### src/rtl/tef_pkg.sv
// Shared widths, depths, limits and timing figures of the trapezoid energy filter.
package tef_pkg;
    // Raw sample, decimated sum, window difference and accumulator widths.
    localparam int SAMPLE_W = 14;
    localparam int DEC_W = 20;
    localparam int DIFF_W = 21;
    localparam int ACC_W = 27;
    localparam int CFG_W = 5;
    localparam int CNT_W = 6;
    // Buffer depths.
    localparam int IN_DEPTH = 16;
    localparam int DLY_DEPTH = 32;
    // Length plus gap must stay below this bound.
    localparam logic [CNT_W-1:0] LG_LIMIT = 6'h20;
    // Decimation order codes 0..3 select shifts of 0, 2, 4 and 6.
    localparam logic [3:0][2:0] DEC_SHIFT = {3'h6, 3'h4, 3'h2, 3'h0};
    // Raw sample period and the clock period, both in ns.
    localparam int SAMPLE_PERIOD_NS = 50;
    localparam int CLK_PERIOD_NS = 4;
    // Shortest spacing between raw samples in clock cycles, rounded down.
    localparam int SAMPLE_CYCLES = SAMPLE_PERIOD_NS / CLK_PERIOD_NS;
    // Averaging interval of one decimated sample at order code 0, in ns.
    localparam int AVG_BASE_NS = 50;
endpackage

### src/rtl/tef_stream_if.sv
// Valid/ready word stream between the filter and its buffers.
`timescale 1ns/1ps
interface tef_stream_if #(
    parameter int W = 14
) ();
    logic valid;
    logic ready;
    logic [W-1:0] data;
    modport src (output valid, output data, input ready);
    modport snk (input valid, input data, output ready);
endinterface

### src/rtl/tef_energy_filter.sv
// Decimating trapezoidal energy filter: raw samples in, one sum per decimated sample out once the 2L+G window has filled.
`timescale 1ns/1ps
module tef_energy_filter
    import tef_pkg::*;
(
    // Clock and reset
    input wire logic sys_clk_in,
    input wire logic rst_n_in,
    // Raw sample stream
    input wire logic [SAMPLE_W-1:0] sample_in,
    input wire logic sample_valid_in,
    output logic sample_ready_out,
    // Configuration
    input wire logic [CFG_W-1:0] length_in,
    input wire logic [CFG_W-1:0] gap_in,
    input wire logic [1:0] dec_order_in,
    output logic config_error_out,
    // Energy result stream
    output logic signed [ACC_W-1:0] energy_out,
    output logic energy_valid_out,
    input wire logic energy_ready_in
);
    typedef struct packed {
        logic [CFG_W-1:0] len;
        logic [CFG_W-1:0] gap;
        logic [1:0] ord;
        logic cfg_err;
        logic [DEC_W-1:0] dec_acc;
        logic [CNT_W-1:0] dec_cnt;
        logic signed [ACC_W-1:0] acc;
        logic [CNT_W-1:0] seen;
        logic signed [ACC_W-1:0] out_data;
        logic out_valid;
    } tef_state_t;

    tef_state_t st_r;
    tef_state_t st_nxt;

    tef_stream_if #(.W(SAMPLE_W)) in_push_if ();
    tef_stream_if #(.W(SAMPLE_W)) in_pop_if ();
    tef_stream_if #(.W(DEC_W)) a_push_if ();
    tef_stream_if #(.W(DEC_W)) a_pop_if ();
    tef_stream_if #(.W(DIFF_W)) b_push_if ();
    tef_stream_if #(.W(DIFF_W)) b_pop_if ();

    logic [$clog2(IN_DEPTH):0] in_level;
    logic [$clog2(DLY_DEPTH):0] a_level;
    logic [$clog2(DLY_DEPTH):0] b_level;

    logic cfg_changed;
    logic cfg_bad;
    logic flush;
    logic stall;
    logic raw_take;
    logic dec_done;
    logic [CNT_W-1:0] dec_last;
    logic [CNT_W-1:0] lg_sum;
    logic [CNT_W-1:0] base_width;
    logic [DEC_W-1:0] dec_sum;
    logic a_at_depth;
    logic b_at_depth;
    logic [DEC_W-1:0] x_old;
    logic signed [DIFF_W-1:0] u_new;
    logic signed [DIFF_W-1:0] v_old;
    logic signed [ACC_W-1:0] acc_nxt;
    logic [CNT_W-1:0] seen_inc;

    // Raw input buffer; its ready is the back-pressure seen by the sample source.
    assign in_push_if.valid = sample_valid_in;
    assign in_push_if.data = sample_in;
    assign sample_ready_out = in_push_if.ready;

    tef_fifo #(.W(SAMPLE_W), .DEPTH(IN_DEPTH)) u_in_fifo (
        .sys_clk_in(sys_clk_in),
        .rst_n_in(rst_n_in),
        .flush_in(1'b0),
        .level_out(in_level),
        .push_if(in_push_if),
        .pop_if(in_pop_if)
    );

    // The recursion is split as (x[k] - x[k-L]) - (u[k-L-G]), where u is the L-sample
    // difference; this needs only the two delay memories and no third tap.
    tef_fifo #(.W(DEC_W), .DEPTH(DLY_DEPTH)) u_len_fifo (
        .sys_clk_in(sys_clk_in),
        .rst_n_in(rst_n_in),
        .flush_in(flush),
        .level_out(a_level),
        .push_if(a_push_if),
        .pop_if(a_pop_if)
    );

    tef_fifo #(.W(DIFF_W), .DEPTH(DLY_DEPTH)) u_lg_fifo (
        .sys_clk_in(sys_clk_in),
        .rst_n_in(rst_n_in),
        .flush_in(flush),
        .level_out(b_level),
        .push_if(b_push_if),
        .pop_if(b_pop_if)
    );

    assign lg_sum = {1'b0, length_in} + {1'b0, gap_in};
    assign cfg_bad = (length_in == '0) || (lg_sum >= LG_LIMIT);
    assign cfg_changed = (length_in != st_r.len) || (gap_in != st_r.gap)
        || (dec_order_in != st_r.ord);
    assign flush = cfg_changed || cfg_bad;
    assign stall = st_r.out_valid && !energy_ready_in;
    assign raw_take = in_pop_if.valid && !stall && !flush;
    assign in_pop_if.ready = !stall && !flush;

    // Group size D = 2^N with N the shift that the order code selects in DEC_SHIFT.
    assign dec_last = CNT_W'((7'h01 << DEC_SHIFT[st_r.ord]) - 7'h01);
    assign dec_sum = st_r.dec_acc + {{(DEC_W - SAMPLE_W){1'b0}}, in_pop_if.data};
    assign dec_done = raw_take && (st_r.dec_cnt == dec_last);

    // Before a delay memory holds its full depth the missing history counts as zero.
    assign a_at_depth = a_level == {1'b0, st_r.len};
    assign b_at_depth = b_level == ({1'b0, st_r.len} + {1'b0, st_r.gap});
    assign x_old = a_at_depth ? a_pop_if.data : '0;
    assign u_new = $signed({1'b0, dec_sum}) - $signed({1'b0, x_old});
    assign v_old = b_at_depth ? $signed(b_pop_if.data) : '0;

    assign a_push_if.valid = dec_done;
    assign a_push_if.data = dec_sum;
    assign a_pop_if.ready = dec_done && a_at_depth;
    assign b_push_if.valid = dec_done;
    assign b_push_if.data = u_new;
    assign b_pop_if.ready = dec_done && b_at_depth;

    // Unit weights, no division: the sum grows to L times the step.
    assign acc_nxt = st_r.acc + ACC_W'(u_new) - ACC_W'(v_old);
    assign base_width = {st_r.len, 1'b0} + {1'b0, st_r.gap};
    assign seen_inc = (st_r.seen == '1) ? st_r.seen : st_r.seen + CNT_W'(1);

    always_comb begin
        st_nxt = st_r;
        st_nxt.len = length_in;
        st_nxt.gap = gap_in;
        st_nxt.ord = dec_order_in;
        st_nxt.cfg_err = cfg_bad;
        if (flush) begin
            st_nxt.dec_acc = '0;
            st_nxt.dec_cnt = '0;
            st_nxt.acc = '0;
            st_nxt.seen = '0;
            st_nxt.out_valid = 1'b0;
        end else if (!stall) begin
            if (st_r.out_valid) begin
                st_nxt.out_valid = 1'b0;
            end
            if (raw_take) begin
                if (dec_done) begin
                    st_nxt.dec_acc = '0;
                    st_nxt.dec_cnt = '0;
                    st_nxt.acc = acc_nxt;
                    st_nxt.seen = seen_inc;
                    st_nxt.out_data = acc_nxt;
                    st_nxt.out_valid = seen_inc >= base_width;
                end else begin
                    st_nxt.dec_acc = dec_sum;
                    st_nxt.dec_cnt = st_r.dec_cnt + CNT_W'(1);
                end
            end
        end
    end

    always_ff @(posedge sys_clk_in) begin
        if (!rst_n_in) begin
            st_r <= '0;
        end else begin
            st_r <= st_nxt;
        end
    end

    assign energy_out = st_r.out_data;
    assign energy_valid_out = st_r.out_valid;
    assign config_error_out = st_r.cfg_err;

    // Helper copies of the previous cycle's terms for the checks below.
    logic signed [ACC_W-1:0] prev_acc_r;
    logic signed [ACC_W-1:0] prev_delta_r;
    logic prev_step_r;
    always_ff @(posedge sys_clk_in) begin
        if (!rst_n_in) begin
            prev_acc_r <= '0;
            prev_delta_r <= '0;
            prev_step_r <= 1'b0;
        end else begin
            prev_acc_r <= st_r.acc;
            prev_delta_r <= ACC_W'(u_new) - ACC_W'(v_old);
            prev_step_r <= dec_done && !flush;
        end
    end

    recursion_step_a: assert property (
        @(posedge sys_clk_in) disable iff (!rst_n_in)
        prev_step_r |-> st_r.acc == prev_acc_r + prev_delta_r)
    else $error("Accumulator did not follow the recursion.");

    one_result_a: assert property (
        @(posedge sys_clk_in) disable iff (!rst_n_in)
        (dec_done && !flush && seen_inc >= base_width) |=> energy_valid_out)
    else $error("Decimated sample produced no result.");

    no_early_valid_a: assert property (
        @(posedge sys_clk_in) disable iff (!rst_n_in)
        energy_valid_out |-> st_r.seen >= base_width && base_width != '0)
    else $error("Result valid before delay memories filled.");

    len_depth_a: assert property (
        @(posedge sys_clk_in) disable iff (!rst_n_in)
        !st_r.cfg_err |-> a_level <= {1'b0, st_r.len} && b_level <= base_width)
    else $error("Delay memory deeper than its window.");

    bad_config_a: assert property (
        @(posedge sys_clk_in) disable iff (!rst_n_in)
        cfg_bad |=> st_r.seen == '0 && !energy_valid_out && config_error_out)
    else $error("Length plus gap limit not enforced.");

    clear_change_a: assert property (
        @(posedge sys_clk_in) disable iff (!rst_n_in)
        cfg_changed |=> st_r.acc == '0 && a_level == '0 && b_level == '0)
    else $error("Filter state not cleared on configuration change.");

    dec_group_a: assert property (
        @(posedge sys_clk_in) disable iff (!rst_n_in)
        (raw_take && !dec_done) |=> st_r.dec_cnt == $past(st_r.dec_cnt) + CNT_W'(1)
            && st_r.dec_acc == $past(dec_sum))
    else $error("Raw sample not folded into the decimated sum.");

    no_drop_a: assert property (
        @(posedge sys_clk_in) disable iff (!rst_n_in)
        (in_pop_if.valid && in_pop_if.ready) |-> raw_take)
    else $error("Raw sample left the buffer without being summed.");

    rate_ok_a: assert property (
        @(posedge sys_clk_in) disable iff (!rst_n_in)
        (in_level < 5'(IN_DEPTH)) |-> sample_ready_out)
    else $error("Input refused while buffer has room.");

    hold_stall_a: assert property (
        @(posedge sys_clk_in) disable iff (!rst_n_in)
        (energy_valid_out && !energy_ready_in && !flush) |=>
            energy_valid_out && $stable(energy_out))
    else $error("Result dropped while downstream stalled.");
endmodule

### src/rtl/tef_fifo.sv
// Parameterised register-array FIFO with flush and fill level.
`timescale 1ns/1ps
module tef_fifo
    import tef_pkg::*;
#(
    parameter int W = 14,
    parameter int DEPTH = 16,
    parameter int AW = $clog2(DEPTH)
) (
    // Clock and reset
    input wire logic sys_clk_in,
    input wire logic rst_n_in,
    // Control
    input wire logic flush_in,
    output logic [AW:0] level_out,
    // Streams
    tef_stream_if.snk push_if,
    tef_stream_if.src pop_if
);
    typedef struct packed {
        logic [DEPTH-1:0][W-1:0] mem;
        logic [AW-1:0] wr;
        logic [AW-1:0] rd;
        logic [AW:0] level;
    } tef_fifo_state_t;

    tef_fifo_state_t st_r;
    tef_fifo_state_t st_nxt;
    logic push;
    logic pop;

    assign push_if.ready = st_r.level < (AW + 1)'(DEPTH);
    assign pop_if.valid = st_r.level != '0;
    // Head word comes straight from the register array so a pop and a push
    // may share a cycle, which the delay lines rely on.
    assign pop_if.data = st_r.mem[st_r.rd];
    assign level_out = st_r.level;
    assign push = push_if.valid && push_if.ready;
    assign pop = pop_if.valid && pop_if.ready;

    always_comb begin
        st_nxt = st_r;
        if (flush_in) begin
            st_nxt.wr = '0;
            st_nxt.rd = '0;
            st_nxt.level = '0;
        end else begin
            if (push) begin
                st_nxt.mem[st_r.wr] = push_if.data;
                st_nxt.wr = st_r.wr + AW'(1);
            end
            if (pop) begin
                st_nxt.rd = st_r.rd + AW'(1);
            end
            if (push && !pop) begin
                st_nxt.level = st_r.level + (AW + 1)'(1);
            end else if (pop && !push) begin
                st_nxt.level = st_r.level - (AW + 1)'(1);
            end
        end
    end

    always_ff @(posedge sys_clk_in) begin
        if (!rst_n_in) begin
            st_r <= '0;
        end else begin
            st_r <= st_nxt;
        end
    end
endmodule

### config.mk
export PLATFORM = sky130hd
export DESIGN_NAME = tef_energy_filter
export DESIGN_NICKNAME = d
export VERILOG_FILES = /design/src/rtl/tef_pkg.sv /design/src/rtl/tef_stream_if.sv /design/src/rtl/tef_energy_filter.sv /design/src/rtl/tef_fifo.sv
export SDC_FILE = /design/constraint.sdc
export NUM_CORES = 2
export LEC_CHECK = 0
export BUFFER_PORTS_ARGS = -buffer_cell sky130_fd_sc_hd__buf_2
export CAP_MARGIN = 20
export CORE_MARGIN = 2
export CORE_UTILIZATION = 50
export CTS_CLUSTER_SIZE = 25
export DETAILED_ROUTE_END_ITERATION = 8
export PLACE_DENSITY = 0.63
export RECOVER_POWER = 25
export SYNTH_ARGS = -nofsm -noshare
export SYNTH_HDL_FRONTEND = slang
export SYNTH_SLANG_ARGS = --single-unit
### constraint.sdc
create_clock -name sys_clk_in -period 12.6 [get_ports sys_clk_in]
set_clock_uncertainty 0.05 [all_clocks]
set_input_delay 0.63 -clock sys_clk_in [delete_from_list [all_inputs] [get_ports sys_clk_in]]
set_output_delay 0.63 -clock sys_clk_in [all_outputs]
set_load 0.01 [all_outputs]
==> reports/results.ini <==
[status]
status = complete, but fails checks
violations = capacitance limit, slew limit

[flow_run]
max-cap-violations = 8

[clocking]
cts_buffers = 178
post-cts-setup-buffers = 0
clk-insertion-delay-late_ns = 0.82
ctsResizeCount = 0
cts_tree = yes
holdBufCountCts = 8
clockBufferDepth = 3
clk_pin_slew_ns = 0.06
root_buffer = clkbuf_16
cts.sinks = 1681
htree_levels = 4

[worst_setup_path]
path_delay_family = buffers and inverters
cp_common_cell = clkbuf_2
path_class = primary input to register
cp_slowest_cell = clkbuf_1
critPathLaunchType = primary input
required_ns = 13.25
cp_cell_sequence = clkbuf_1 > clkbuf_2 > clkbuf_2 > buf_4 > a21boi_0
worstPathArrival_ns = 11.47
end_kind = register
cp_max_fo = 248
cpPeakStageDelay_ns = 4.07
critPathBufInv = 4

[power_and_ir_drop]
power.leakage_nw = 33.5
power_mw = 13.0
peakVddDrop_v = 0.000158
powerDensity_nw_per_um2 = 150

[floorplanning]
num_rows = 146
start_util_pct = 50.2
fp.dieArea_um2 = 162000
core_area_um2 = 158000
die_h_um = 402
ios = 60
die_x_um = 402

[synthesis]
yosys.area.top_type = dfxtp_1
async_flop_share_pct = 0
synth_nets = 8824
syn_avg_cell_area_um2 = 9.18
ys_seq_elements = 1681
synthCells = 8648
synth_area_leaders = dfxtp_1 42%, mux4_2 12%, nand2_1 12%, a21boi_0 7.4%, o211a_1 4.7%
syn_area_um2 = 79400
ys_types = 73
yosysSeqAreaShare_pct = 42.4
synth-edff-count = 0
ys_warn_count = 0
synth_top_cell_area_share_pct = 42.4
synthFlopType = dfxtp_1

[grt]
grt.busiest_layer = met2
grt_use_total_pct = 28.7
overflow = 0
grt_util_met3_pct = 3.89
grt_pass1_wl_um = 362000
globalRouteMet2Util_pct = 47.0
grt_pass1_vias = 59700
use_met1_pct = 38.6
antenna_found_initial = 0
grt_max_degree = 249

[place]
portBuffers = 59
routabilityCongestion = 0.863
hpwlAfterDp_um = 145000

[layout]
syn_to_final_growth_pct = 9.35
multi_input_area_um2 = 42600
fillers = 14000
final_nets = 8425
seq_area_um2 = 33700
drive_gt1_share_pct = 12.2
diodes = 0

[detailed_routing]
vias = 61900
drc = 0
wl_um = 237000
antenna_left = 0
drt_iter0_drc = 6252
wl_per_cell_um = 22.7
drt_pass1_iterations = 7
vias_per_cell = 5.92

[timing]
worst_pin_slew_ns = 6.07
timing.slew.headroom_pct = -305
hold_viol = 0
finalCritPeriodShare_pct = 85.8
finalSetupTns_ns = 0
rsz0062_at_grt = no
fin_crit_ns = 10.81
setup_viol = 0
fmaxAchievable_mhz = 92.5
maxSlewViolCount = 1047

[worst_hold_path]
min_path_type = primary input to register

cell type report:
class	count	share of cell area [%]
clock inverters	50	0.875
inverters	118	0.510
flip-flops and latches	1681	38.8
well taps	2072	2.99
repair buffers	204	1.78
clock buffers	267	6.03
multi-input cells	6066	49.0
logic make-up (layout without fill, tap and decap cells):
logic type | count (synthesis) | in the layout | synth area share, %
AND/OR/NAND/NOR | 3329 | 3329 | 17.7
AO/OA/AOI/OAI | 1935 | 1935 | 17.7
flip-flops | 1681 | 1681 | 42.4
buffers and inverters | 901 | 639 | 4.71
multiplexers | 529 | 529 | 13.5
adder cells (fa/ha/maj) | 146 | 146 | 2.61
XOR/XNOR | 127 | 127 | 1.42
metal layers:
metal / vias to the layer above / wire length (um)
li1: 28900 / -
met1: 30500 / 102000
met2: 2129 / 110000
met3: 424 / 16000
met4: 0 / 8960
met5: - / 0
state kept, by name, indices dropped and copies added (netlist names):
name,count
u_len_fifo.level_out,6
config_error_out,1
u_lg_fifo.level_out,6
u_lg_fifo.st_r,682
energy_out,27
u_in_fifo.level_out,5
u_len_fifo.st_r,650
u_in_fifo.st_r,232
energy_valid_out,1
st_r,71
through the flow:
| step | cell area (um2) | hold slack, ns | instances | worst slack [ns] | utilization [%] |
|---|---|---|---|---|---|
| 2_1_floorplan | 79400 | 0.378 | 8648 | 3.62 | - |
| 6_report | 86800 | 0.0525 | 10500 | 1.79 | 54.9 |
| 3_5_place_dp | 80700 | 0.392 | 10100 | 2.14 | 51.1 |
| 3_3_place_gp | 80600 | 0.386 | 10100 | 2.41 | 51.0 |
| 5_1_grt | 86800 | 0.0410 | 10500 | 0.729 | 54.9 |
| 4_1_cts | 86800 | 0.00158 | 10500 | 2.07 | 54.9 |
worst paths after layout:
check                                    from                          endpoint  slack, ns  cells past startpoint
min reg2reg  u_lg_fifo.st_r[642]$_SDFFE_PN0P_  u_lg_fifo.st_r[642]$_SDFFE_PN0P_       0.40                      2
min                              length_in[0]               st_r[95]$_SDFF_PN0_       0.05                      2
max reg2reg    u_in_fifo.st_r[5]$_SDFFE_PN0P_             st_r[60]$_SDFFE_PP0P_       1.93                     33
max                                  rst_n_in  u_lg_fifo.st_r[439]$_SDFFE_PN0P_       1.79                      5
Yosys cell counts (all sizes together), types with 6 or more instances:
master	n
dfxtp	1681
buf	260
nand3b	8
nand3	180
clkbuf	523
mux4	429
inv	118
or2	16
nand2	2451
nor3b	11
xnor2	70
a221oi	17
mux2i	81
nand4	27
nand2b	17
fa	33
a31oi	10
o31ai	6
mux2	19
a21oi	181
nor2	250
o21ai	423
and3	11
a211oi	10
o211a	377
a22oi	20
a21boi	811
or3	13
o21a	11
and2	266
o211ai	8
xor2	56
nor3	25
nor2b	37
a21o	31
ha	113
power by group:
group	switching, mW	total, mW	internal (mW)
clock network	2.27	5.36	3.09
logic	1.53	2.27	0.735
registers	0.0217	5.36	5.34
total	3.82	13.0	9.17
cells in the final DEF, fill, tap and decap left out, drive strengths merged, types with 25 or more instances in the layout:
cell type	synthesis	final
fa	33	33
clkinv	0	31
inv	118	124
o21ai	423	423
nand3	180	180
dfxtp	1681	1681
clkbuf	523	306
nand2	2451	2451
o211a	377	377
a21boi	811	811
buf	260	157
nand4	27	27
mux2i	81	81
and2	266	266
xor2	56	56
mux4	429	429
nor3	25	25
a21o	31	31
a21oi	181	181
nor2	250	250
xnor2	70	70
ha	113	113
nor2b	37	37
No activity file was read; power rests on OpenSTA's default activity.
